$ cat config.mk
export PLATFORM = sky130hd
export DESIGN_NAME = general_io_ports
export DESIGN_NICKNAME = d
export VERILOG_FILES = /design/src/hdl/pin_sync.v /design/src/hdl/io_port_bit.v /design/src/hdl/general_io_ports.v
export VERILOG_INCLUDE_DIRS = /design/src /design/src/hdl
export SDC_FILE = /design/constraint.sdc
export NUM_CORES = 1
export LEC_CHECK = 0
export BUFFER_PORTS_ARGS = -buffer_cell sky130_fd_sc_hd__buf_2
export CAP_MARGIN = 10
export CORE_MARGIN = 1
export CORE_UTILIZATION = 40
export CTS_CLUSTER_DIAMETER = 120
export DETAILED_ROUTE_END_ITERATION = 6
export GPL_ROUTABILITY_DRIVEN = 0
export PLACE_DENSITY = 0.62
export SLEW_MARGIN = 0
export SYNTH_ARGS = -nofsm -noshare
export SYNTH_HDL_FRONTEND = slang
export SYNTH_SLANG_ARGS = --single-unit
$ cat constraint.sdc
create_clock -name clk -period 2.7 [get_ports clk]
set_clock_uncertainty 0.2 [all_clocks]
set_input_delay 0.405 -clock clk [delete_from_list [all_inputs] [get_ports clk]]
set_output_delay 0.405 -clock clk [all_outputs]
set_load 0.01 [all_outputs]
$ cat src/hdl/general_io_ports_regs.vh
// register offsets, reset values and field layout of the general I/O ports
`ifndef GENERAL_IO_PORTS_REGS_VH
`define GENERAL_IO_PORTS_REGS_VH

// 8-bit register indices; byte address is four times the index
`define IDX_DATA_A       8'h00
`define IDX_DATA_B       8'h01
`define IDX_DATA_C       8'h02
`define IDX_DATA_D       8'h05
`define IDX_DATA_E       8'h06
`define IDX_DIR_A        8'h20
`define IDX_DIR_B        8'h21
`define IDX_DIR_C        8'h22
`define IDX_DIR_D        8'h25
`define IDX_PULL_C       8'h32
`define IDX_PULL_AB      8'hF7

`define ADDR_DATA_A      12'h000
`define ADDR_DATA_B      12'h004
`define ADDR_DATA_C      12'h008
`define ADDR_DATA_D      12'h014
`define ADDR_DATA_E      12'h018
`define ADDR_DIR_A       12'h080
`define ADDR_DIR_B       12'h084
`define ADDR_DIR_C       12'h088
`define ADDR_DIR_D       12'h094
`define ADDR_PULL_C      12'h0C8
`define ADDR_PULL_AB     12'h3DC

// reset values
`define DIR_RESET        8'hFF
`define PULL_RESET       8'h00
`define LATCH_RESET      8'h00

// pull-up select bits for the shared register
`define PULL_AB_BIT_A    0
`define PULL_AB_BIT_B    1

`endif

$ cat src/hdl/pin_sync.v
// two-flop synchroniser for a group of pin inputs
`timescale 1ns/10ps
`default_nettype none
module pin_sync #(
    parameter WIDTH = 4
) (
    // clock and reset
    input  wire             clk,
    input  wire             nrst,
    // pins in, synchronised out
    input  wire [WIDTH-1:0] pinIn,
    output wire [WIDTH-1:0] pinSync
);
    reg [WIDTH-1:0] stage1_reg;
    reg [WIDTH-1:0] stage2_reg;

    always @(posedge clk or negedge nrst) begin
        if (!nrst) begin
            stage1_reg <= {WIDTH{1'b0}};
            stage2_reg <= {WIDTH{1'b0}};
        end else begin
            stage1_reg <= pinIn;
            stage2_reg <= stage1_reg;
        end
    end

    assign pinSync = stage2_reg;
endmodule // pin_sync
`default_nettype wire

$ cat src/hdl/io_port_bit.v
// one bidirectional port bit: drive and pull-up decision, registered
`timescale 1ns/10ps
`default_nettype none
module io_port_bit #(
    parameter OPEN_DRAIN   = 0,
    parameter PULL_ANY_DIR = 0
) (
    // clock and reset
    input  wire clk,
    input  wire nrst,
    // control
    input  wire latchBit,
    input  wire dirBit,
    input  wire pullSel,
    // pin side
    output reg  pinOut,
    output reg  pinOe,
    output reg  pullEn
);
    always @(posedge clk or negedge nrst) begin
        if (!nrst) begin
            pinOut <= 1'b0;
            pinOe  <= 1'b0;
            pullEn <= 1'b0;
        end else begin
            if (OPEN_DRAIN != 0) begin
                // only pulls low; a latched one leaves the pin floating [RQ8]
                pinOut <= 1'b0;
                pinOe  <= ~dirBit & ~latchBit; // [RQ8] [RQ12]
            end else begin
                pinOut <= latchBit; // [RQ16]
                pinOe  <= ~dirBit; // [RQ12]
            end
            if (PULL_ANY_DIR != 0)
                pullEn <= pullSel; // [RQ14]
            else
                pullEn <= pullSel & dirBit; // [RQ13] [RQ2] [RQ5]
        end
    end
endmodule // io_port_bit
`default_nettype wire

$ cat src/hdl/general_io_ports.v
// general-purpose I/O ports with APB register access
//
// Added by the designer: the address map and the APB interface to the registers.
`timescale 1ns/10ps
`default_nettype none
`include "general_io_ports_regs.vh"

// How it works
// RQ1: port A four pins, latch, per-bit direction
// RQ2: port A pull-ups as one group, inputs
// RQ3: reset makes port A all inputs
// RQ4: port B two pins, latch, per-bit direction
// RQ5: port B pull-ups as group, inputs only
// RQ6: reset makes port B all inputs
// RQ7: port C six pins, per-pin pull-ups
// RQ8: port D open drain, pulls low only
// RQ9: port D pull-ups fixed at build
// RQ10: mask build 16 pull-ups, flash 12
// RQ11: direction regs A-D, two pull-up regs
// RQ12: direction 0 output, 1 input
// RQ13: shared pull-up only on input bits
// RQ14: port C pull-up regardless of direction
// RQ15: port E four inputs, no driver
// RQ16: input reads pin, output drives latch
// RQ17: port E reads pins, writes ignored
module general_io_ports #(
    parameter MASK_VARIANT = 0,
    parameter FIXED_PULL_D = 4'h0
) (
    // clock and reset
    input  wire        clk,
    input  wire        nrst,
    // apb slave
    input  wire        psel,
    input  wire        penable,
    input  wire        pwrite,
    input  wire [11:0] paddr,
    input  wire [31:0] pwdata,
    output reg  [31:0] prdata,
    output reg         pready,
    output reg         pslverr,
    // port A
    input  wire [3:0]  portAIn,
    output wire [3:0]  portAOut,
    output wire [3:0]  portAOe,
    output wire [3:0]  portAPull,
    // port B
    input  wire [1:0]  portBIn,
    output wire [1:0]  portBOut,
    output wire [1:0]  portBOe,
    output wire [1:0]  portBPull,
    // port C
    input  wire [5:0]  portCIn,
    output wire [5:0]  portCOut,
    output wire [5:0]  portCOe,
    output wire [5:0]  portCPull,
    // open-drain port D
    input  wire [3:0]  portDIn,
    output wire [3:0]  portDOut,
    output wire [3:0]  portDOe,
    output reg  [3:0]  portDPull,
    // input-only port E
    input  wire [3:0]  portEIn
);
    reg  [3:0] latchA_reg;
    reg  [1:0] latchB_reg;
    reg  [5:0] latchC_reg;
    reg  [3:0] latchD_reg;
    reg  [3:0] dirA_reg;
    reg  [1:0] dirB_reg;
    reg  [5:0] dirC_reg;
    reg  [3:0] dirD_reg;
    reg  [1:0] pullAb_reg;
    reg  [5:0] pullC_reg;
    reg  [31:0] rdata_next;
    reg        mapped_next;
    wire [3:0] syncA;
    wire [1:0] syncB;
    wire [5:0] syncC;
    wire [3:0] syncD;
    wire [3:0] syncE;
    wire [19:0] pinAll;
    wire [19:0] syncAll;
    wire       access;
    wire       wrStb;

    // pins pass two flops before any read
    assign pinAll = {portEIn, portDIn, portCIn, portBIn, portAIn};
    pin_sync #(.WIDTH(20)) u_sync (
        .clk     (clk),
        .nrst    (nrst),
        .pinIn   (pinAll),
        .pinSync (syncAll)
    );
    assign syncA = syncAll[3:0];
    assign syncB = syncAll[5:4];
    assign syncC = syncAll[11:6];
    assign syncD = syncAll[15:12];
    assign syncE = syncAll[19:16];

    // mixes pin level and latch per direction bit
    function [7:0] mixRead;
        input [7:0] pins;
        input [7:0] latch;
        input [7:0] dir;
        begin
            mixRead = (pins & dir) | (latch & ~dir); // [RQ16]
        end
    endfunction

    // one-wait-state slave: setup, access with pready high
    assign access = psel & penable & ~pready;
    assign wrStb  = access & pwrite;

    always @(posedge clk or negedge nrst) begin
        if (!nrst) begin
            latchA_reg <= 4'h0;
            latchB_reg <= 2'h0;
            latchC_reg <= 6'h00;
            latchD_reg <= 4'h0;
            dirA_reg   <= 4'hF; // [RQ3]
            dirB_reg   <= 2'h3; // [RQ6]
            dirC_reg   <= 6'h3F;
            dirD_reg   <= 4'hF;
            pullAb_reg <= 2'h0;
            pullC_reg  <= 6'h00;
        end else if (wrStb) begin
            case (paddr)
                `ADDR_DATA_A:  latchA_reg <= pwdata[3:0]; // [RQ1]
                `ADDR_DATA_B:  latchB_reg <= pwdata[1:0]; // [RQ4]
                `ADDR_DATA_C:  latchC_reg <= pwdata[5:0]; // [RQ7]
                `ADDR_DATA_D:  latchD_reg <= pwdata[3:0]; // [RQ8]
                `ADDR_DIR_A:   dirA_reg   <= pwdata[3:0]; // [RQ1] [RQ11]
                `ADDR_DIR_B:   dirB_reg   <= pwdata[1:0]; // [RQ4] [RQ11]
                `ADDR_DIR_C:   dirC_reg   <= pwdata[5:0]; // [RQ7] [RQ11]
                `ADDR_DIR_D:   dirD_reg   <= pwdata[3:0]; // [RQ8] [RQ11]
                `ADDR_PULL_AB: pullAb_reg <= pwdata[1:0]; // [RQ11]
                `ADDR_PULL_C:  pullC_reg  <= pwdata[5:0]; // [RQ7] [RQ11]
                // port E write lands nowhere [RQ17]
                default: ;
            endcase
        end
    end

    // read mux; unused upper bits of direction registers read as ones
    always @* begin
        rdata_next  = 32'h0000_0000;
        mapped_next = 1'b1;
        case (paddr)
            `ADDR_DATA_A:  rdata_next[7:0] = mixRead({4'h0, syncA}, {4'h0, latchA_reg},
                                                     {4'h0, dirA_reg});
            `ADDR_DATA_B:  rdata_next[7:0] = mixRead({6'h00, syncB}, {6'h00, latchB_reg},
                                                     {6'h00, dirB_reg});
            `ADDR_DATA_C:  rdata_next[7:0] = mixRead({2'h0, syncC}, {2'h0, latchC_reg},
                                                     {2'h0, dirC_reg});
            `ADDR_DATA_D:  rdata_next[7:0] = mixRead({4'h0, syncD}, {4'h0, latchD_reg},
                                                     {4'h0, dirD_reg});
            `ADDR_DATA_E:  rdata_next[3:0] = syncE; // [RQ15] [RQ17]
            `ADDR_DIR_A:   rdata_next[7:0] = {4'hF, dirA_reg};
            `ADDR_DIR_B:   rdata_next[7:0] = {6'h3F, dirB_reg};
            `ADDR_DIR_C:   rdata_next[7:0] = {2'h3, dirC_reg};
            `ADDR_DIR_D:   rdata_next[7:0] = {4'hF, dirD_reg};
            `ADDR_PULL_AB: rdata_next[1:0] = pullAb_reg;
            `ADDR_PULL_C:  rdata_next[5:0] = pullC_reg;
            default:       mapped_next     = 1'b0;
        endcase
    end

    always @(posedge clk or negedge nrst) begin
        if (!nrst) begin
            pready  <= 1'b0;
            pslverr <= 1'b0;
            prdata  <= 32'h0000_0000;
        end else begin
            pready  <= access;
            pslverr <= access & ~mapped_next;
            if (access && !pwrite)
                prdata <= rdata_next;
        end
    end

    // pull-ups on port D only from the build option, mask variant only
    always @(posedge clk or negedge nrst) begin
        if (!nrst)
            portDPull <= 4'h0;
        else
            portDPull <= (MASK_VARIANT != 0) ? FIXED_PULL_D : 4'h0; // [RQ9] [RQ10]
    end

    genvar i;
    generate
        for (i = 0; i < 4; i = i + 1) begin : g_portA
            io_port_bit #(.OPEN_DRAIN(0), .PULL_ANY_DIR(0)) u_bit (
                .clk      (clk),
                .nrst     (nrst),
                .latchBit (latchA_reg[i]),
                .dirBit   (dirA_reg[i]),
                .pullSel  (pullAb_reg[`PULL_AB_BIT_A]), // [RQ2]
                .pinOut   (portAOut[i]),
                .pinOe    (portAOe[i]),
                .pullEn   (portAPull[i])
            );
        end
        for (i = 0; i < 2; i = i + 1) begin : g_portB
            io_port_bit #(.OPEN_DRAIN(0), .PULL_ANY_DIR(0)) u_bit (
                .clk      (clk),
                .nrst     (nrst),
                .latchBit (latchB_reg[i]),
                .dirBit   (dirB_reg[i]),
                .pullSel  (pullAb_reg[`PULL_AB_BIT_B]), // [RQ5]
                .pinOut   (portBOut[i]),
                .pinOe    (portBOe[i]),
                .pullEn   (portBPull[i])
            );
        end
        for (i = 0; i < 6; i = i + 1) begin : g_portC
            io_port_bit #(.OPEN_DRAIN(0), .PULL_ANY_DIR(1)) u_bit (
                .clk      (clk),
                .nrst     (nrst),
                .latchBit (latchC_reg[i]),
                .dirBit   (dirC_reg[i]),
                .pullSel  (pullC_reg[i]), // [RQ14]
                .pinOut   (portCOut[i]),
                .pinOe    (portCOe[i]),
                .pullEn   (portCPull[i])
            );
        end
        for (i = 0; i < 4; i = i + 1) begin : g_portD
            io_port_bit #(.OPEN_DRAIN(1), .PULL_ANY_DIR(0)) u_bit (
                .clk      (clk),
                .nrst     (nrst),
                .latchBit (latchD_reg[i]),
                .dirBit   (dirD_reg[i]),
                .pullSel  (1'b0),
                .pinOut   (portDOut[i]),
                .pinOe    (portDOe[i]),
                .pullEn   ()
            );
        end
    endgenerate
endmodule // general_io_ports
`default_nettype wire

==> flow_summary_export.csv, run 1 <==
group,metric,value,unit
run_status,status,"finished clean",
run,max-cap-violations,0,
synth,synthCells,437,
synth,ys.flop_type,"dfrtp_1",
global_route,grt_pass1_vias,3555,
synth,async_flop_share,100.0,%
timing,relSlewSlack,61.85,%
synth,ys_ff_latch,129,
timing,worstMarginPinSlew,0.5579,ns
placed_design,pre_cts_slack,0.1633,ns
floorplanning,start_util,41.16,%
clock_tree,htreeDepth,4,
setup_path,cp.required,2.84,ns
routing,antenna_left,0,
setup_path,timing.rr.start,"pready",
synth,ys_warn_count,0,
placed_design,io_buffers,92,
synth,synth_xor_area_share,0,%
global_route,overflow,0,
floorplanning,core,0.01330,sq mm
setup_path,arrival,2.30,ns
min_path,holdPathEnd,"dirC_reg[4]",
timing,finalWorstSetupSlack,0.5401,ns
synth,ys_types,60,
setup_path,critical_path_class,"reg -> reg",
clock_tree,clk_pin_slew_worst_paths,0.05,ns
setup_path,path_max_fanout,4,
floorplanning,num_rows,42,
routing,routed_wl,11740,um
setup_path,rrSetupSlack,0.54,ns
power_and_ir_drop,power.total,4.617,mW
synth,synth-seq-area-share,59.35,%
synth,synth_compound_area_share,6.813,%
finish,nets,601,
setup_path,timing.rr.end,"dirD_reg[2]",
routing,viasPerCell,4.899,
setup_path,reg2reg_depth,4,
floorplanning,die_h,119.0,um
timing,min_period_over_period,79.99,%
finish,final_layout_size_suffix_gt1_share,37.25,%
global_route,grt_usage,17.82,%
routing,via_count,3532,
timing,min_period,2.160,ns
timing,slew_viol_final,0,
min_path,hold_path_class,"in -> reg",
timing,final-hold-violation-count,0,
synth,synth_edf_count,0,
clock_tree,cts_sinks,129,
floorplanning,die_x,119.0,um
floorplanning,ios,151,
clock_tree,cts_buffers,17,
synth,yosys.area_share.simple,11.50,%
finish,antenna_cells,0,
setup_path,setup.worst_path.start_class,"flop",
floorplanning,dieArea,0.01415,sq mm
synth,synth_area,0.005473,sq mm
clock_tree,cts_buffer_depth,2,
synth,synthMuxAreaShare,9.922,%
finish,syn2layout_area_growth,22.29,%
global_route,grt_max_degree,74,
synth,yosys.area_share.adder,0,%
clock_tree,post_cts_buffers,0,
timing,fmax,463.0,MHz
synth,syn_avg_cell_area,12.52,sq um
min_path,min_path_cells,3,
setup_path,endpoint_kind,"flop",
power_and_ir_drop,p_leak,3.188,nW
routing,avgRoutedWirePerCell,16.29,um
routing,drt_first_pass_iters,5,
clock_tree,cts_tree,"done",
routing,dr.first_iter.drc_count,228,
global_route,antenna_found_initial,0,
timing,rsz0062_at_grt,"false",
routing,drc,0,
timing,fin_setup_tns,0,ns
power_and_ir_drop,vdd.ir_drop.worst,354.4,uV
global_route,grt_pass1_wl,18900,um
power_and_ir_drop,powerDensity,689.9,mW/mm^2
clock_tree,clkLatencyLatePin,0.41,ns
clock_tree,clock-root-buffer,"clkbuf_16",
timing,finalSetupViolCount,0,
placed_design,dp_hpwl,8287,um
min_path,min_from,"pwdata[4]",
synth,synth_top_family_by_area,"buffers and inverters",
-- cell type report --
cell class	count	area (sq um)
Clock buffer	22	474.2
Timing Repair Buffer	136	870.8
Multi-Input combinational cell	233	1665
Inverter	15	56.30
Fill cell	1180	6603
Tap cell	176	220.2
Clock inverter	10	157.7
Sequential cell	129	3248
-- critical path, cell delays in order (launching register included) --
cell	delay [ns]
dfrtp_1	0.40
nand4b_1	0.27
or3_4	0.40
nor4b_4	0.46
mux2_4	0.35
-- worst max-delay path by stage --
stage               from  slack, ns            end
2_1_floorplan  paddr[11]       0.38  pullAb_reg[0]
3_3_place_gp   paddr[11]       0.18  pullAb_reg[1]
3_5_place_dp   paddr[11]       0.16    dirD_reg[2]
4_1_cts           pready       0.54    dirD_reg[2]
5_1_grt           pready       0.50    dirD_reg[3]
6_report          pready       0.54    dirD_reg[2]
-- power breakdown --
part	internal, mW	total (mW)	switching (mW)
registers	1.97	1.99	0.0129
clock network	1.61	2.40	0.788
logic	0.0824	0.232	0.150
total	3.67	4.62	0.951
-- metal layers --
layer | track usage, % | part of all wire, % | vias to the layer above
met5 | 0 | 0 | -
met4 | 6.013 | 1.7 | 0
met3 | 6.082 | 6.3 | 25
met2 | 28.14 | 48 | 154
met1 | 22.88 | 44 | 1742
li1 | - | - | 1611
-- layout by cell type, fill, tap and decap left out, types with 4 or more instances in the layout --
cell / synthesis / routed
nand4_1: 4 / 4
a21oi_1: 5 / 5
o2111ai_1: 4 / 4
mux2_2: 27 / 27
o21ai_0: 11 / 11
nor2_1: 16 / 16
mux2i_1: 10 / 10
dlygate4sd3_1: 0 / 21
nor4_1: 5 / 5
and2_1: 7 / 7
mux2_4: 4 / 4
nor2b_1: 4 / 4
or3_1: 4 / 4
nand2b_1: 4 / 4
conb_1: 1 / 32
buf_2: 3 / 91
nor3b_1: 4 / 4
bufinv_16: 0 / 4
nand2_1: 18 / 18
mux2_1: 7 / 7
dfrtp_1: 113 / 113
buf_4: 73 / 22
dfstp_2: 16 / 16
clkbuf_16: 0 / 17
nand3_1: 9 / 9
inv_1: 15 / 15
nor3_1: 6 / 6
-- repair_timing --
action                                 CTS  global route
endpoints found under the hold margin   36             0
hold buffers                            21             0
resized for setup                        0             0
-- kinds of logic after synthesis --
logic type / after synthesis
AOI/OAI and AO/OA: 52
other: 1
DFF: 129
buffers and inverters: 106
muxes: 48
and+or+nand+nor: 101
-- Yosys cell counts, drive strengths merged (2+ instances only) --
cell,number,area [sq um]
o21ai,11,55.05
a32oi,2,17.52
inv,15,56.30
nand2b,4,25.02
o31a,3,26.28
buf,77,566.8
o31ai,3,22.52
nor2b,4,25.02
nor3b,4,30.03
dfstp,16,420.4
a2111oi,2,17.52
and2,7,43.79
nand3b,3,22.52
clkbuf,14,52.55
or3,5,36.28
nor2,16,60.06
a211oi,3,22.52
or4,3,30.03
nand4,4,25.02
mux2i,10,100.1
a31oi,3,18.77
nor4,7,65.06
mux2,38,442.9
nor4b,2,32.53
nand3,10,55.05
nand2,18,67.56
a21oi,5,25.02
o21a,2,15.01
o2bb2ai,2,17.52
a32o,2,20.02
o2111ai,4,35.03
o22ai,2,12.51
nor3,9,72.57
dfrtp,113,2828
-- through the flow --
step	utilization [%]	instances	area (sq um)	hold slack, ns
final	50.34	721	6693	0.03622
after global routing	50.34	721	6693	0.05375
after CTS	50.34	721	6693	0.02932
after detailed placement	44.01	668	5851	0.09101
after global placement	44.01	668	5851	0.08763
after floorplan	-	468	5589	-0.09059
Power figures use the tool's default switching activity.
==> run 2, diff against run 1 <==
--- a/config.mk
+++ b/config.mk
@@ -13,7 +13,7 @@
 export CTS_CLUSTER_DIAMETER = 120
 export DETAILED_ROUTE_END_ITERATION = 6
 export GPL_ROUTABILITY_DRIVEN = 0
-export PLACE_DENSITY = 0.62
+export PLACE_DENSITY = 0.64
 export SLEW_MARGIN = 0
 export SYNTH_ARGS = -nofsm -noshare
 export SYNTH_HDL_FRONTEND = slang
==> constraint.sdc (replaced) <==
create_clock -name clk -period 1.82 [get_ports clk]
set_clock_uncertainty 0.2 [all_clocks]
set_input_delay 0.273 -clock clk [delete_from_list [all_inputs] [get_ports clk]]
set_output_delay 0.273 -clock clk [all_outputs]
set_load 0.01 [all_outputs]
==> flow_summary_export.csv, run 2 (synthesis results as in run 1) <==
group,metric,value,unit
run_status,status,"finished, violations left",
run_status,violations,"negative setup slack",
clock_tree,cts_sinks,129,
global_route,grt_pass1_wl,20740,um
placed_design,pre_cts_slack,-0.5034,ns
routing,viasPerCell,4.889,
finish,layout.cells.non_filler,774,
setup_path,cp-startpoint,"pready",
global_route,grt_max_degree,33,
setup_path,rrSetupSlack,-0.19,ns
clock_tree,cts_tree,"done",
clock_tree,cts_buffers,17,
floorplanning,die_h,119.0,um
floorplanning,start_util,41.16,%
routing,via_count,3784,
setup_path,reg2reg_depth,6,
timing,final-hold-violation-count,0,
setup_path,path_max_fanout,4,
global_route,grt_pass1_vias,3905,
setup_path,timing.rr.start,"pready",
timing,min_period_over_period,110.7,%
min_path,hold_path_class,"in -> reg",
floorplanning,die_x,119.0,um
routing,drt_first_pass_iters,4,
floorplanning,num_rows,42,
floorplanning,core,0.01330,sq mm
setup_path,critical_path_class,"reg -> reg",
routing,antenna_left,0,
setup_path,arrival,2.16,ns
timing,min_period,2.015,ns
timing,finalHoldWorstSlack,0.02053,ns
timing,finalWorstSetupSlack,-0.1945,ns
setup_path,setup.worst_path.start_class,"flop",
placed_design,place_inst,710,
timing,fmax,496.4,MHz
setup_path,cp.required,1.96,ns
timing,slew_viol_final,0,
floorplanning,dieArea,0.01415,sq mm
global_route,grt_usage,19.68,%
finish,mostFrequentLayoutCells,"113 x dfrtp_1, 91 x buf_2, 66 x buf_4",
finish,nets,654,
setup_path,endpoint_kind,"flop",
finish,final_layout_size_suffix_gt1_share,46.99,%
routing,dr.first_iter.drc_count,145,
routing,drc,0,
finish,syn2layout_area_growth,35.37,%
global_route,antenna_found_initial,0,
power_and_ir_drop,p_leak,3.515,nW
clock_tree,clock-root-buffer,"clkbuf_16",
clock_tree,clk_pin_slew_worst_paths,0.05,ns
power_and_ir_drop,powerDensity,954.6,mW/mm^2
power_and_ir_drop,vdd.ir_drop.worst,844.3,uV
timing,finalSetupViolCount,28,
placed_design,dp_hpwl,9119,um
routing,avgRoutedWirePerCell,16.45,um
placed_design,io_buffers,92,
setup_path,cp-endpoint,"dirD_reg[2]",
run,max-cap-violations,0,
min_path,min_path_cells,3,
finish,layout_commonest_cell,"dfrtp_1",
setup_path,timing.rr.end,"dirD_reg[2]",
finish,antenna_cells,0,
routing,routed_wl,12740,um
global_route,overflow,0,
clock_tree,cts_buffer_depth,2,
floorplanning,ios,151,
clock_tree,clkLatencyLatePin,0.42,ns
clock_tree,htreeDepth,4,
timing,rsz0062_at_grt,"true",
-- run 2: critical path: stages, from the launching register on --
cell	delay, ns
dfrtp_1	0.38
nand4b_1	0.18
buf_6	0.15
or3_4	0.34
nor4b_4	0.23
buf_6	0.16
mux2_4	0.30
-- run 2: power breakdown --
| part | internal, mW | total, mW | switching, mW | leakage, nW |
|---|---|---|---|---|
| registers | 2.93 | 2.95 | 0.0198 | 1.60 |
| logic | 0.186 | 0.442 | 0.256 | 1.61 |
| clock network | 2.46 | 3.68 | 1.23 | 0.308 |
| total | 5.57 | 7.07 | 1.50 | 3.52 |
-- run 2: routing by layer --
| layer | track usage (%) | part of all wire (%) | vias to the layer above |
|---|---|---|---|
| li1 | - | - | 1719 |
| met1 | 24.58 | 42 | 1882 |
| met2 | 30.70 | 49 | 155 |
| met3 | 6.753 | 6.3 | 28 |
| met4 | 9.177 | 2.8 | 0 |
| met5 | 0 | 0 | - |
-- run 2: how the worst min path moves through the flow --
stage	from	endpoint
finish	pwdata[0]	dirC_reg[0]
global route	pwdata[0]	dirC_reg[0]
CTS	pwdata[0]	dirC_reg[0]
detailed placement	nrst	u_sync.pinSync[18]
global placement	nrst	u_sync.pinSync[17]
floorplan	nrst	g_portA[0].u_bit.pinOe
-- run 2: timing repair --
item | CTS | global route
hold buffers | 25 | 0
gates resized for setup | 28 | 22
pin swaps | 3 | 4
endpoints found under the hold margin | 143 | 0
endpoints found under the setup margin | 32 | 32
setup buffers | 6 | 1
-- run 2: through the flow --
stage                     utilization, %  setup TNS [ns]  cell area, sq um  power (mW)
after CTS                          54.87          -3.043              7296       7.147
after global routing               55.72          -5.201              7408       7.324
final                              55.72          -3.275              7408       7.072
after floorplan                        -          -8.264              5673       3.180
after global placement             46.94          -15.45              6241       3.365
after detailed placement           46.94          -16.36              6241       3.373
-- run 2: area by class of cell --
| cell class | instances | area (sq um) |
|---|---|---|
| inverters | 15 | 56.30 |
| well taps | 176 | 220.2 |
| fillers | 1100 | 5887 |
| clock buffers | 18 | 439.2 |
| multi-input cells | 233 | 1926 |
| flip-flops and latches | 129 | 3248 |
| repair buffers | 189 | 1306 |
| clock inverters | 14 | 212.7 |
